--- src/common/dcl_pkg.sv ---
/*
  Shared constants for the duty-cycle word transmitter: register map,
  field positions, reset values and fixed-point encoding constants.
  Assumes a 100 MHz pclk and a 32-bit APB register bus.
*/
package dcl_pkg;
  // ==========================================================
  // register map (byte offsets)
  localparam logic [7:0] A_CTRL = 8'h00;
  localparam logic [7:0] A_RES = 8'h04;
  localparam logic [7:0] A_FREQ = 8'h08;
  localparam logic [7:0] A_SAMPLE = 8'h0c;
  localparam logic [7:0] A_MANUAL = 8'h10;
  localparam logic [7:0] A_STATUS = 8'h14;
  localparam logic [7:0] A_PERIOD = 8'h18;
  localparam logic [7:0] A_COMPARE = 8'h1c;
  localparam logic [7:0] A_SCALE = 8'h20;
  // ==========================================================
  // fields
  localparam int CTRL_SRC = 0;
  localparam int CTRL_CLK = 1;
  localparam int CTRL_EN = 2;
  localparam int ST_CALERR = 0;
  localparam int ST_DIVBUSY = 1;
  localparam int ST_CALWAIT = 2;
  localparam int RES_W = 5;
  localparam int WORD_W = 16;
  localparam int FRAC_W = 16;
  // ==========================================================
  // reset values
  localparam logic [2:0] CTRL_DEF = 3'h4;
  localparam logic [RES_W-1:0] RES_DEF = 5'd11;
  localparam logic [RES_W-1:0] RES_MAX = 5'd16;
  localparam logic [15:0] FREQ_KHZ_DEF = 16'd200;
  localparam logic [15:0] SAMPLE_KHZ_DEF = 16'd25;
  localparam logic [7:0] SCALE_DEF = 8'h40;
  // ==========================================================
  // clocks and rates in kHz
  localparam logic [17:0] MOD_KHZ_SLOW = 18'd100000;
  localparam logic [17:0] MOD_KHZ_FAST = 18'd200000;
  localparam logic [16:0] PCLK_KHZ = 17'd100000;
  localparam logic [4:0] DIV_STEPS = 5'd18;
  localparam logic [15:0] STEP_SLOW = 16'h0001;
  localparam logic [15:0] STEP_FAST = 16'h0002;
  // ==========================================================
  // encoding: duty in Q0.24, 0.1 and 0.8 of full scale
  localparam logic [23:0] DUTY_LO = 24'd1677722;
  localparam logic [23:0] DUTY_SPAN = 24'd13421773;
  localparam logic [39:0] CMP_ROUND = 40'h80;
  localparam int CMP_SHIFT = 8;
  localparam logic [23:0] FRAC_ROUND = 24'h8000;
  localparam logic [8:0] STEP_MAX = 9'd255;
  typedef enum logic [0:0] {CAL_REQ = 1'b0, CAL_WAIT = 1'b1} cal_state_t;
endpackage

--- src/common/cmp_if.sv ---
/*
  Carrier between the encoder, the top and the edge generator:
  compare value with its load strobe plus the generator settings.
  Assumes all signals live in the pclk domain.
*/
`timescale 1ns/1ps
interface cmp_if;
  logic [31:0] compare;
  logic load;
  logic [15:0] period;
  logic [7:0] scale;
  logic fast;
  logic enable;
  modport src (output compare, output load);
  modport dst (input compare, input load, input period, input scale,
    input fast, input enable);
endinterface

--- src/core/duty_encoder.sv ---
/*
  Two-stage encoder from a data word to a 16.16 compare value.
  Assumes go is a one-cycle pulse in the pclk domain with word valid.
*/
`timescale 1ns/1ps
module duty_encoder
  import dcl_pkg::*;
(
  input wire logic pclk,
  input wire logic presetn,
  input wire logic go,
  input wire logic [WORD_W-1:0] word,
  input wire logic [RES_W-1:0] shift,
  input wire logic [15:0] period,
  cmp_if.src cmp
);
  logic [WORD_W:0] lim;
  logic [WORD_W-1:0] w_cl;
  logic [39:0] span;
  logic [23:0] duty_nxt;
  logic [23:0] duty_r;
  logic [15:0] per_r;
  logic v1_r;
  logic [39:0] prod;

  // ==========================================================
  // stage 1: duty = 0.1 + 0.8 * word / 2^res
  always_comb
  begin
    lim = (17'h00001 << shift) - 17'h00001;
    w_cl = (17'(word) > lim) ? lim[WORD_W-1:0] : word;
    span = (40'(w_cl) * 40'(DUTY_SPAN)) >> shift;
    duty_nxt = DUTY_LO + span[23:0];
  end

  always_ff @(posedge pclk or negedge presetn)
  begin
    if (!presetn)
    begin
      duty_r <= 24'h000000;
      per_r <= 16'h0000;
      v1_r <= 1'b0;
    end
    else
    begin
      v1_r <= go;
      if (go)
      begin
        duty_r <= duty_nxt;
        per_r <= period;
      end
    end
  end

  // ==========================================================
  // stage 2: compare = duty * period * 2^16 + 0.5
  // rounded compare word
  assign prod = 40'(duty_r) * 40'(per_r) + CMP_ROUND;

  always_ff @(posedge pclk or negedge presetn)
  begin
    if (!presetn)
    begin
      cmp.compare <= 32'h00000000;
      cmp.load <= 1'b0;
    end
    else
    begin
      cmp.load <= v1_r;
      if (v1_r)
        cmp.compare <= prod[CMP_SHIFT+31:CMP_SHIFT];
    end
  end
endmodule

--- src/core/duty_word_tx.sv ---
/*
  Duty-cycle word transmitter: APB registers, period divider, sample
  trigger, source select, background fine-step calibration, encoder
  and fixed-period edge generator.
  Assumes converter and delay-line calibration signals are pclk logic.
*/
// The APB interface to the registers and the register offsets are this design's own decisions.
`timescale 1ns/1ps
module duty_word_tx
  import dcl_pkg::*;
(
  input wire logic pclk,
  input wire logic presetn,
  input wire logic [7:0] paddr,
  input wire logic psel,
  input wire logic penable,
  input wire logic pwrite,
  input wire logic [31:0] pwdata,
  output logic [31:0] prdata,
  output logic pready,
  output logic pslverr,
  input wire logic [WORD_W-1:0] conv_word,
  input wire logic conv_done,
  output logic sample_trig,
  input wire logic [8:0] cal_steps,
  input wire logic cal_done,
  output logic cal_start,
  output logic pulse_out,
  output logic [7:0] fine_pos
);
  logic [2:0] ctrl_r;
  logic [RES_W-1:0] res_r;
  logic [RES_W-1:0] norm_shift_r;
  logic [15:0] freq_r;
  logic [15:0] sample_r;
  logic [WORD_W-1:0] manual_r;
  logic cal_err_r;
  logic [7:0] scale_r;
  logic [15:0] period_r;
  logic div_req_r;
  logic div_busy_r;
  logic div_done_r;
  logic [4:0] div_cnt_r;
  logic [17:0] div_rem_r;
  logic [17:0] div_quo_r;
  logic [17:0] rem_sh;
  logic [17:0] quo_sh;
  logic [16:0] acc_r;
  logic [17:0] acc_sum;
  logic tick;
  logic enc_go;
  logic [WORD_W-1:0] enc_word;
  logic setup;
  logic wr;
  logic [31:0] rd_data;
  cal_state_t cal_state_r;
  cmp_if cif ();

  // ==========================================================
  // address decode
  function automatic logic reg_hit(input logic [7:0] a);
    case (a)
      A_CTRL, A_RES, A_FREQ, A_SAMPLE, A_MANUAL,
      A_STATUS, A_PERIOD, A_COMPARE, A_SCALE: reg_hit = 1'b1;
      default: reg_hit = 1'b0;
    endcase
  endfunction

  function automatic logic wr_to(input logic [7:0] a, input logic [7:0] t);
    wr_to = (a == t);
  endfunction

  // ==========================================================
  // apb slave: answer in the first access cycle
  assign setup = psel && !penable;
  assign wr = psel && penable && pready && pwrite;

  always_comb
  begin
    rd_data = 32'h00000000;
    case (paddr)
      A_CTRL: rd_data = 32'(ctrl_r);
      A_RES: rd_data = 32'(res_r);
      A_FREQ: rd_data = 32'(freq_r);
      A_SAMPLE: rd_data = 32'(sample_r);
      A_MANUAL: rd_data = 32'(manual_r);
      A_STATUS: rd_data = 32'({(cal_state_r == CAL_WAIT), div_busy_r, cal_err_r});
      A_PERIOD: rd_data = 32'(period_r);
      A_COMPARE: rd_data = cif.compare;
      A_SCALE: rd_data = 32'(scale_r);
      default: rd_data = 32'h00000000;
    endcase
  end

  always_ff @(posedge pclk or negedge presetn)
  begin
    if (!presetn)
    begin
      pready <= 1'b0;
      pslverr <= 1'b0;
      prdata <= 32'h00000000;
    end
    else
    begin
      pready <= setup;
      pslverr <= setup && !reg_hit(paddr);
      if (setup && !pwrite)
        prdata <= rd_data;
    end
  end

  // ==========================================================
  // control registers
  always_ff @(posedge pclk or negedge presetn)
  begin
    if (!presetn)
    begin
      // module clock defaults to 100 MHz
      ctrl_r <= CTRL_DEF;
      manual_r <= '0;
    end
    else if (wr && wr_to(paddr, A_CTRL))
      ctrl_r <= pwdata[2:0];
    else if (wr && wr_to(paddr, A_MANUAL))
      manual_r <= pwdata[WORD_W-1:0];
  end

  always_ff @(posedge pclk or negedge presetn)
  begin
    if (!presetn)
    begin
      res_r <= RES_DEF;
      norm_shift_r <= RES_DEF;
    end
    else
    begin
      if (wr && wr_to(paddr, A_RES))
        res_r <= (pwdata[RES_W-1:0] > RES_MAX) ? RES_MAX : pwdata[RES_W-1:0];
      // scale factor follows every resolution change
      norm_shift_r <= res_r;
    end
  end

  always_ff @(posedge pclk or negedge presetn)
  begin
    if (!presetn)
      freq_r <= FREQ_KHZ_DEF;
    else if (wr && wr_to(paddr, A_FREQ) && pwdata[15:0] != 16'h0000)
      freq_r <= pwdata[15:0];
  end

  // sample rate above transmit frequency only in the cycle after a lower one is written
  always_ff @(posedge pclk or negedge presetn)
  begin
    if (!presetn)
      sample_r <= SAMPLE_KHZ_DEF;
    else if (wr && wr_to(paddr, A_SAMPLE))
      sample_r <= (pwdata[15:0] > freq_r) ? freq_r : pwdata[15:0];
    else if (sample_r > freq_r)
      sample_r <= freq_r;
  end

  // ==========================================================
  // period = module clock / frequency, restoring divider
  // a new frequency or clock choice restarts it; the old period runs on
  always_ff @(posedge pclk or negedge presetn)
  begin
    if (!presetn)
      div_req_r <= 1'b0;
    else
      div_req_r <= wr && (wr_to(paddr, A_FREQ) || wr_to(paddr, A_CTRL));
  end

  assign rem_sh = {div_rem_r[16:0], div_quo_r[17]};
  assign quo_sh = {div_quo_r[16:0], (rem_sh >= 18'(freq_r))};

  always_ff @(posedge pclk or negedge presetn)
  begin
    if (!presetn)
    begin
      div_busy_r <= 1'b1;
      div_cnt_r <= DIV_STEPS;
      div_rem_r <= '0;
      div_quo_r <= MOD_KHZ_SLOW;
      div_done_r <= 1'b0;
      period_r <= '0;
    end
    else
    begin
      div_done_r <= 1'b0;
      if (div_req_r)
      begin
        div_busy_r <= 1'b1;
        div_cnt_r <= DIV_STEPS;
        div_rem_r <= '0;
        div_quo_r <= ctrl_r[CTRL_CLK] ? MOD_KHZ_FAST : MOD_KHZ_SLOW;
      end
      else if (div_busy_r)
      begin
        div_rem_r <= quo_sh[0] ? rem_sh - 18'(freq_r) : rem_sh;
        div_quo_r <= quo_sh;
        div_cnt_r <= div_cnt_r - 5'd1;
        if (div_cnt_r == 5'd1)
        begin
          div_busy_r <= 1'b0;
          div_done_r <= 1'b1;
          period_r <= (quo_sh[17:16] != 2'b00) ? 16'hffff : quo_sh[15:0];
        end
      end
    end
  end

  // ==========================================================
  // sample trigger by phase accumulation at pclk
  // one spare bit: a high sample rate on top of the residue would wrap
  assign acc_sum = 18'(acc_r) + 18'(sample_r);
  assign tick = acc_sum >= 18'(PCLK_KHZ);

  always_ff @(posedge pclk or negedge presetn)
  begin
    if (!presetn)
    begin
      acc_r <= '0;
      sample_trig <= 1'b0;
    end
    else
    begin
      // trigger at the configured sample rate
      acc_r <= tick ? 17'(acc_sum - 18'(PCLK_KHZ)) : acc_sum[16:0];
      sample_trig <= tick;
    end
  end

  // ==========================================================
  // encoding pass source
  // source select picks manual or converter word
  assign enc_word = ctrl_r[CTRL_SRC] ? conv_word : manual_r;
  // one pass per conversion (manual: per trigger), plus one when the divider delivers a new period
  assign enc_go = div_done_r || (ctrl_r[CTRL_SRC] ? conv_done : sample_trig);

  duty_encoder u_enc (
    .pclk(pclk),
    .presetn(presetn),
    .go(enc_go),
    .word(enc_word),
    .shift(norm_shift_r),
    .period(period_r),
    .cmp(cif.src)
  );

  // ==========================================================
  // background fine-step calibration, restarted after every result
  always_ff @(posedge pclk or negedge presetn)
  begin
    if (!presetn)
    begin
      cal_state_r <= CAL_REQ;
      cal_start <= 1'b0;
      scale_r <= SCALE_DEF;
    end
    else
    begin
      cal_start <= 1'b0;
      case (cal_state_r)
        CAL_REQ:
        begin
          cal_start <= 1'b1;
          cal_state_r <= CAL_WAIT;
        end
        CAL_WAIT:
        begin
          if (cal_done)
          begin
            if (cal_steps <= STEP_MAX)
              scale_r <= cal_steps[7:0];
            cal_state_r <= CAL_REQ;
          end
        end
        default: cal_state_r <= CAL_REQ;
      endcase
    end
  end

  // an error keeps the last good scale; set wins over a clear
  always_ff @(posedge pclk or negedge presetn)
  begin
    if (!presetn)
      cal_err_r <= 1'b0;
    else if (cal_state_r == CAL_WAIT && cal_done && cal_steps > STEP_MAX)
      cal_err_r <= 1'b1;
    else if (wr && wr_to(paddr, A_STATUS) && pwdata[ST_CALERR])
      cal_err_r <= 1'b0;
  end

  // ==========================================================
  // edge generator
  assign cif.period = period_r;
  assign cif.scale = scale_r;
  assign cif.fast = ctrl_r[CTRL_CLK];
  assign cif.enable = ctrl_r[CTRL_EN];

  // generator applies compare at period boundary
  fine_edge_gen u_gen (
    .pclk(pclk),
    .presetn(presetn),
    .cmp(cif.dst),
    .pulse_out(pulse_out),
    .fine_pos(fine_pos)
  );
endmodule

--- src/core/fine_edge_gen.sv ---
/*
  Fixed-period pulse generator with shadowed compare and a fine
  falling-edge delay code for an external tap delay line.
  Assumes cmp.load is a one-cycle pulse; fine_pos drives the delay line.
*/
`timescale 1ns/1ps
module fine_edge_gen
  import dcl_pkg::*;
(
  input wire logic pclk,
  input wire logic presetn,
  cmp_if.dst cmp,
  output logic pulse_out,
  output logic [7:0] fine_pos
);
  logic [15:0] cnt_r;
  logic [15:0] step;
  logic wrap;
  logic pend_r;
  logic [31:0] pend_cmp_r;
  logic [31:0] cmp_sh_r;
  logic [15:0] per_sh_r;
  logic en_sh_r;
  logic [31:0] next_cmp;
  logic [23:0] fine_raw;
  logic [8:0] fine_sum;
  logic [15:0] coarse;

  assign step = cmp.fast ? STEP_FAST : STEP_SLOW;
  assign wrap = (17'(cnt_r) + 17'(step)) >= 17'(per_sh_r);
  assign next_cmp = pend_r ? pend_cmp_r : cmp_sh_r;
  // only the falling edge moves; rising edge at count zero
  assign coarse = cmp.fast ? {cmp_sh_r[31:17], 1'b0} : cmp_sh_r[31:16];

  // ==========================================================
  // fine steps from the fraction and the calibrated step scale
  always_comb
  begin
    // steps derived from the fraction automatically
    // in 200 MHz units the fraction is of half a pclk, so one more bit goes
    fine_raw = (24'(next_cmp[FRAC_W-1:0]) * 24'(cmp.scale)
      + (cmp.fast ? FRAC_ROUND << 1 : FRAC_ROUND)) >> (cmp.fast ? FRAC_W + 1 : FRAC_W);
    fine_sum = {1'b0, fine_raw[7:0]};
    if (cmp.fast && next_cmp[FRAC_W])
      fine_sum = fine_sum + 9'({1'b0, cmp.scale[7:1]});
    if (fine_sum > STEP_MAX)
      fine_sum = STEP_MAX;
  end

  // ==========================================================
  // pending compare, applied at the period boundary
  always_ff @(posedge pclk or negedge presetn)
  begin
    if (!presetn)
    begin
      pend_r <= 1'b0;
      pend_cmp_r <= 32'h00000000;
    end
    else if (cmp.load)
    begin
      pend_r <= 1'b1;
      pend_cmp_r <= cmp.compare;
    end
    else if (wrap)
      pend_r <= 1'b0;
  end

  always_ff @(posedge pclk or negedge presetn)
  begin
    if (!presetn)
    begin
      cnt_r <= 16'h0000;
      cmp_sh_r <= 32'h00000000;
      per_sh_r <= 16'h0000;
      en_sh_r <= 1'b0;
      fine_pos <= 8'h00;
    end
    else if (wrap)
    begin
      cnt_r <= 16'h0000;
      // shadows take effect only from the next period
      cmp_sh_r <= next_cmp;
      per_sh_r <= cmp.period;
      en_sh_r <= cmp.enable;
      fine_pos <= fine_sum[7:0];
    end
    else
      cnt_r <= cnt_r + step;
  end

  always_ff @(posedge pclk or negedge presetn)
  begin
    if (!presetn)
      pulse_out <= 1'b0;
    else
      pulse_out <= en_sh_r && (cnt_r < coarse);
  end
endmodule

--- config.mk ---
export PLATFORM = sky130hd
export DESIGN_NAME = duty_word_tx
export DESIGN_NICKNAME = d
export VERILOG_FILES = /design/src/common/dcl_pkg.sv /design/src/common/cmp_if.sv /design/src/core/duty_encoder.sv /design/src/core/duty_word_tx.sv /design/src/core/fine_edge_gen.sv
export SDC_FILE = /design/constraint.sdc
export NUM_CORES = 2
export LEC_CHECK = 0
export BUFFER_PORTS_ARGS = -buffer_cell sky130_fd_sc_hd__buf_2
export CORE_UTILIZATION = 40
export CTS_CLUSTER_SIZE = 10
export DETAILED_ROUTE_END_ITERATION = 12
export PLACE_DENSITY_LB_ADDON = 0.1
export SLEW_MARGIN = 20
export SYNTH_ARGS = -nofsm -noshare
export SYNTH_HDL_FRONTEND = slang
export SYNTH_SLANG_ARGS = --single-unit
--- constraint.sdc ---
create_clock -name pclk -period 15.1 [get_ports pclk]
set_input_delay 2.265 -clock pclk [delete_from_list [all_inputs] [get_ports pclk]]
set_output_delay 2.265 -clock pclk [all_outputs]
set_load 0.05 [all_outputs]
==> results.md <==
* Worst Path Max Fanout at 18
* Kind of end point of the critical path: register
* GP Congestion at 0.881
* H-tree depth at 2
* Vias/cell at between 5 and 6
* Reg2reg setup slack at 1.64 ns
* Final wirelength at 131 mm
* DRT iter0 DRCs at approximately 2100
* Port bufs at 100
* CTS tree: built
* Final Cycle Share at roughly nine tenths
* Max_cap viols at 0
* Most used cell, CP: inv_1
* Top cell family by delay on the critical path: adder cells
* Syn Nets at 5828
* Syn_area_per_cell at 9.11 um^2
* Chip Width at between 300 and 400 um
* Number of global-route vias before repair at between 30000 and 40000
* CP arrival at approximately 14 ns
* Area Overhead vs Synth at 8.11%
* Clock sinks at between 300 and 400
* Setup tns final at 0 ns
* Final nets at a little under 6000
* Post-synth EDFFs at 0
* Crit start category: register
* Synth unique cells at 101
* Max frequency at ~74 MHz
* Yosys reg bits at about 360
* Worst Path Buf+Inv at 9
* Clk slew on worst S/H paths at roughly 0.050 ns
* HP Class: register to register
* Slew at the pin closest to its max-slew limit at just under 1 ns
* Final Hold Viols at 0
* DRT antenna net count at 0
* Post-CTS Hold Fix Bufs at 0
* DR pass1 iterations at 6
* Ys flop type: dfrtp_1
* Max-slew violations at 0
* CTS Root Buffer Type: clkbuf_16
* Residual DRC at 0
* Hold Path Sink: norm_shift_r[0]
* Async set-reset flop share out of synthesis at 100%
* Clk_lat worst skew at approximately 0.6 ns
* FP Rows at between 100 and 150
* Final setup viols at 0
* Cells after Synth at a little under 5000
* Antenna violations before repair at 3
* Final cell count without fillers at about 6400
* Status: finished clean
* Die Area at around 0.11 mm^2
* Final worst clock skew at 0.0391 ns
* Share of cells above drive strength 1 at under 10%
* Slowest CP cell: o41ai_1
* Synthesis Warnings at 0
* PostCTS Resize Cnt at 0
* CTS buffer count at 47
* Slew HR at about a third
* Initial Utilization at between 40% and 50%
* Sequential-to-total area share from yosys stat at between 20 and 25%
* Placed insts at between 6000 and 7000
* First-pass GRT wire length at slightly above 200 mm
* RSZ-0062 raised after global routing: false
* # IOs at about 120
* Post-CTS Setup Repair Bufs at 0
* Overflow after GRT at 0
* Reg2reg end: u_enc.duty_r[22]
* Netlist Area Pre-Place at 0.0441 mm^2
* Minimum clock period at ~13 ns
* Hold Path Cell Cnt at 0
* Core area at about 0.11 mm^2
* Largest net degree at the start of global routing at 107
* Critical path class: register to register
* DR WL/cell at around 20 um
* Total track usage at around a quarter
* Vias at 34300
* Worst endpoint required time at ~16 ns
* HP Start: res_r[0]
* CTS max path bufs at 3
* Crit path largest cell delay at between 0.7 and 0.8 ns
* Worst R2R Start: norm_shift_r[4]
* Die H at around 330 um
* Fin util at between 40 and 50%
* Detailed Place HPWL at between 100 and 150 mm
* Worst r2r path cells at 43
## worst reg2reg max path: cells and delay by family (launching register included)
kind,cells,cell delay [ns]
buffers and inverters,9,1.48
adders and majority gates,9,4.18
muxes,1,0.15
DFF,1,0.38
and+or+nand+nor,14,3.66
AOI/OAI and AO/OA,10,3.51
## worst max path at each step
stage / startpoint / end / slack (ns) / cells after the start
finish: norm_shift_r[4] / u_enc.duty_r[22] / 1.64 / 43
global route: norm_shift_r[4] / u_enc.duty_r[22] / 0.92 / 43
CTS: norm_shift_r[4] / u_enc.duty_r[22] / 1.90 / 43
detailed placement: norm_shift_r[4] / u_enc.duty_r[22] / 1.93 / 43
global placement: norm_shift_r[4] / u_enc.duty_r[22] / 1.98 / 43
floorplan: norm_shift_r[0] / u_enc.duty_r[22] / 2.98 / 48
## cell families after synthesis
group	Yosys count	share of synthesized area, %
compound gates	854	13.5
xor+xnor	121	2.40
fa+ha+maj	916	34.1
buf+inv	922	7.91
flops	364	20.7
mux	228	5.81
simple gates	1435	15.5
## routing by layer
| layer | up-vias | global-route usage, % | part of all wire (%) |
|---|---|---|---|
| met2 | 724 | 38.9 | 46 |
| met1 | 17200 | 34.0 | 47 |
| li1 | 16200 | - | - |
| met3 | 144 | 2.23 | 4.2 |
| met5 | - | 0 | 0 |
| met4 | 0 | 5.04 | 2.0 |
## Yosys cell counts, types with 33 or more instances
library cell  number  area (um^2)
a211oi_1          50          375
a21o_1            53          398
a21oi_1          186          931
and2_1           202         1260
clkbuf_1         177          664
dfrtp_1          341         8530
fa_1             478         9570
ha_1             438         5480
inv_1            710         2670
mux2_2           153         1720
mux2i_1           68          681
nand2_1          531         1990
nand2b_1          47          294
nand3_1           67          335
nand4_1           33          206
nor2_1           285         1070
nor2b_1           66          413
nor3_1            73          365
o21a_1            35          263
o21ai_0          158          791
xnor2_1           76          666
xor2_1            45          394
## layout make-up
type	count	area, um^2
Fill cell	10800	61500
Multi-Input combinational cell	3554	31500
Sequential cell	364	9140
Inverter	712	2670
Tap cell	1476	1850
Clock buffer	70	1330
Timing Repair Buffer	171	1040
Clock inverter	11	106
Antenna cell	2	5.00
## cell usage in the layout (no fill, tap or decap), types with 19 or more instances in the layout
master / synthesis / final
a211oi_1: 50 / 49
a21o_1: 53 / 53
a21oi_1: 186 / 186
a221o_1: 22 / 22
a221oi_1: 21 / 21
a22o_1: 20 / 20
a22oi_1: 29 / 29
a31oi_1: 32 / 31
and2_1: 202 / 202
and3_1: 28 / 28
buf_2: 12 / 99
buf_4: 1 / 71
clkbuf_16: 0 / 47
dfrtp_1: 341 / 341
dfstp_2: 23 / 23
fa_1: 478 / 478
ha_1: 438 / 438
inv_1: 710 / 710
mux2_2: 153 / 153
mux2i_1: 68 / 68
nand2_1: 531 / 531
nand2b_1: 47 / 47
nand3_1: 67 / 67
nand4_1: 33 / 33
nor2_1: 285 / 284
nor2b_1: 66 / 66
nor3_1: 73 / 72
nor4_1: 20 / 19
o211ai_1: 24 / 24
o21a_1: 35 / 34
o21ai_0: 158 / 158
xnor2_1: 76 / 76
xor2_1: 45 / 45
## state kept, by name, summed over array words and instances, names as in the netlist, 8 cells and up
signal,cells
u_enc.per_r,16
cif.period,16
u_gen.per_sh_r,16
u_gen.fine_pos,8
div_rem_r,17
manual_r,16
u_enc.duty_r,24
sample_r,16
acc_r,17
cif.scale,8
u_gen.cnt_r,16
div_quo_r,18
freq_r,16
u_gen.cmp_sh_r,32
u_enc.cmp.compare,32
prdata,32
u_gen.pend_cmp_r,32
## stage by stage
| step | hold slack (ns) | setup slack (ns) | cell area, um^2 |
|---|---|---|---|
| detailed placement | 0.376 | 1.93 | 46200 |
| global placement | 0.373 | 1.98 | 46200 |
| finish | 0.381 | 1.64 | 47700 |
| global route | 0.389 | 0.915 | 47700 |
| floorplan | 0.352 | 2.98 | 44100 |
| CTS | 0.384 | 1.90 | 47700 |
Power is left out: the tool's default activity adds up to more than one toggle a clock period on the data nets, which glitch-free logic cannot reach.
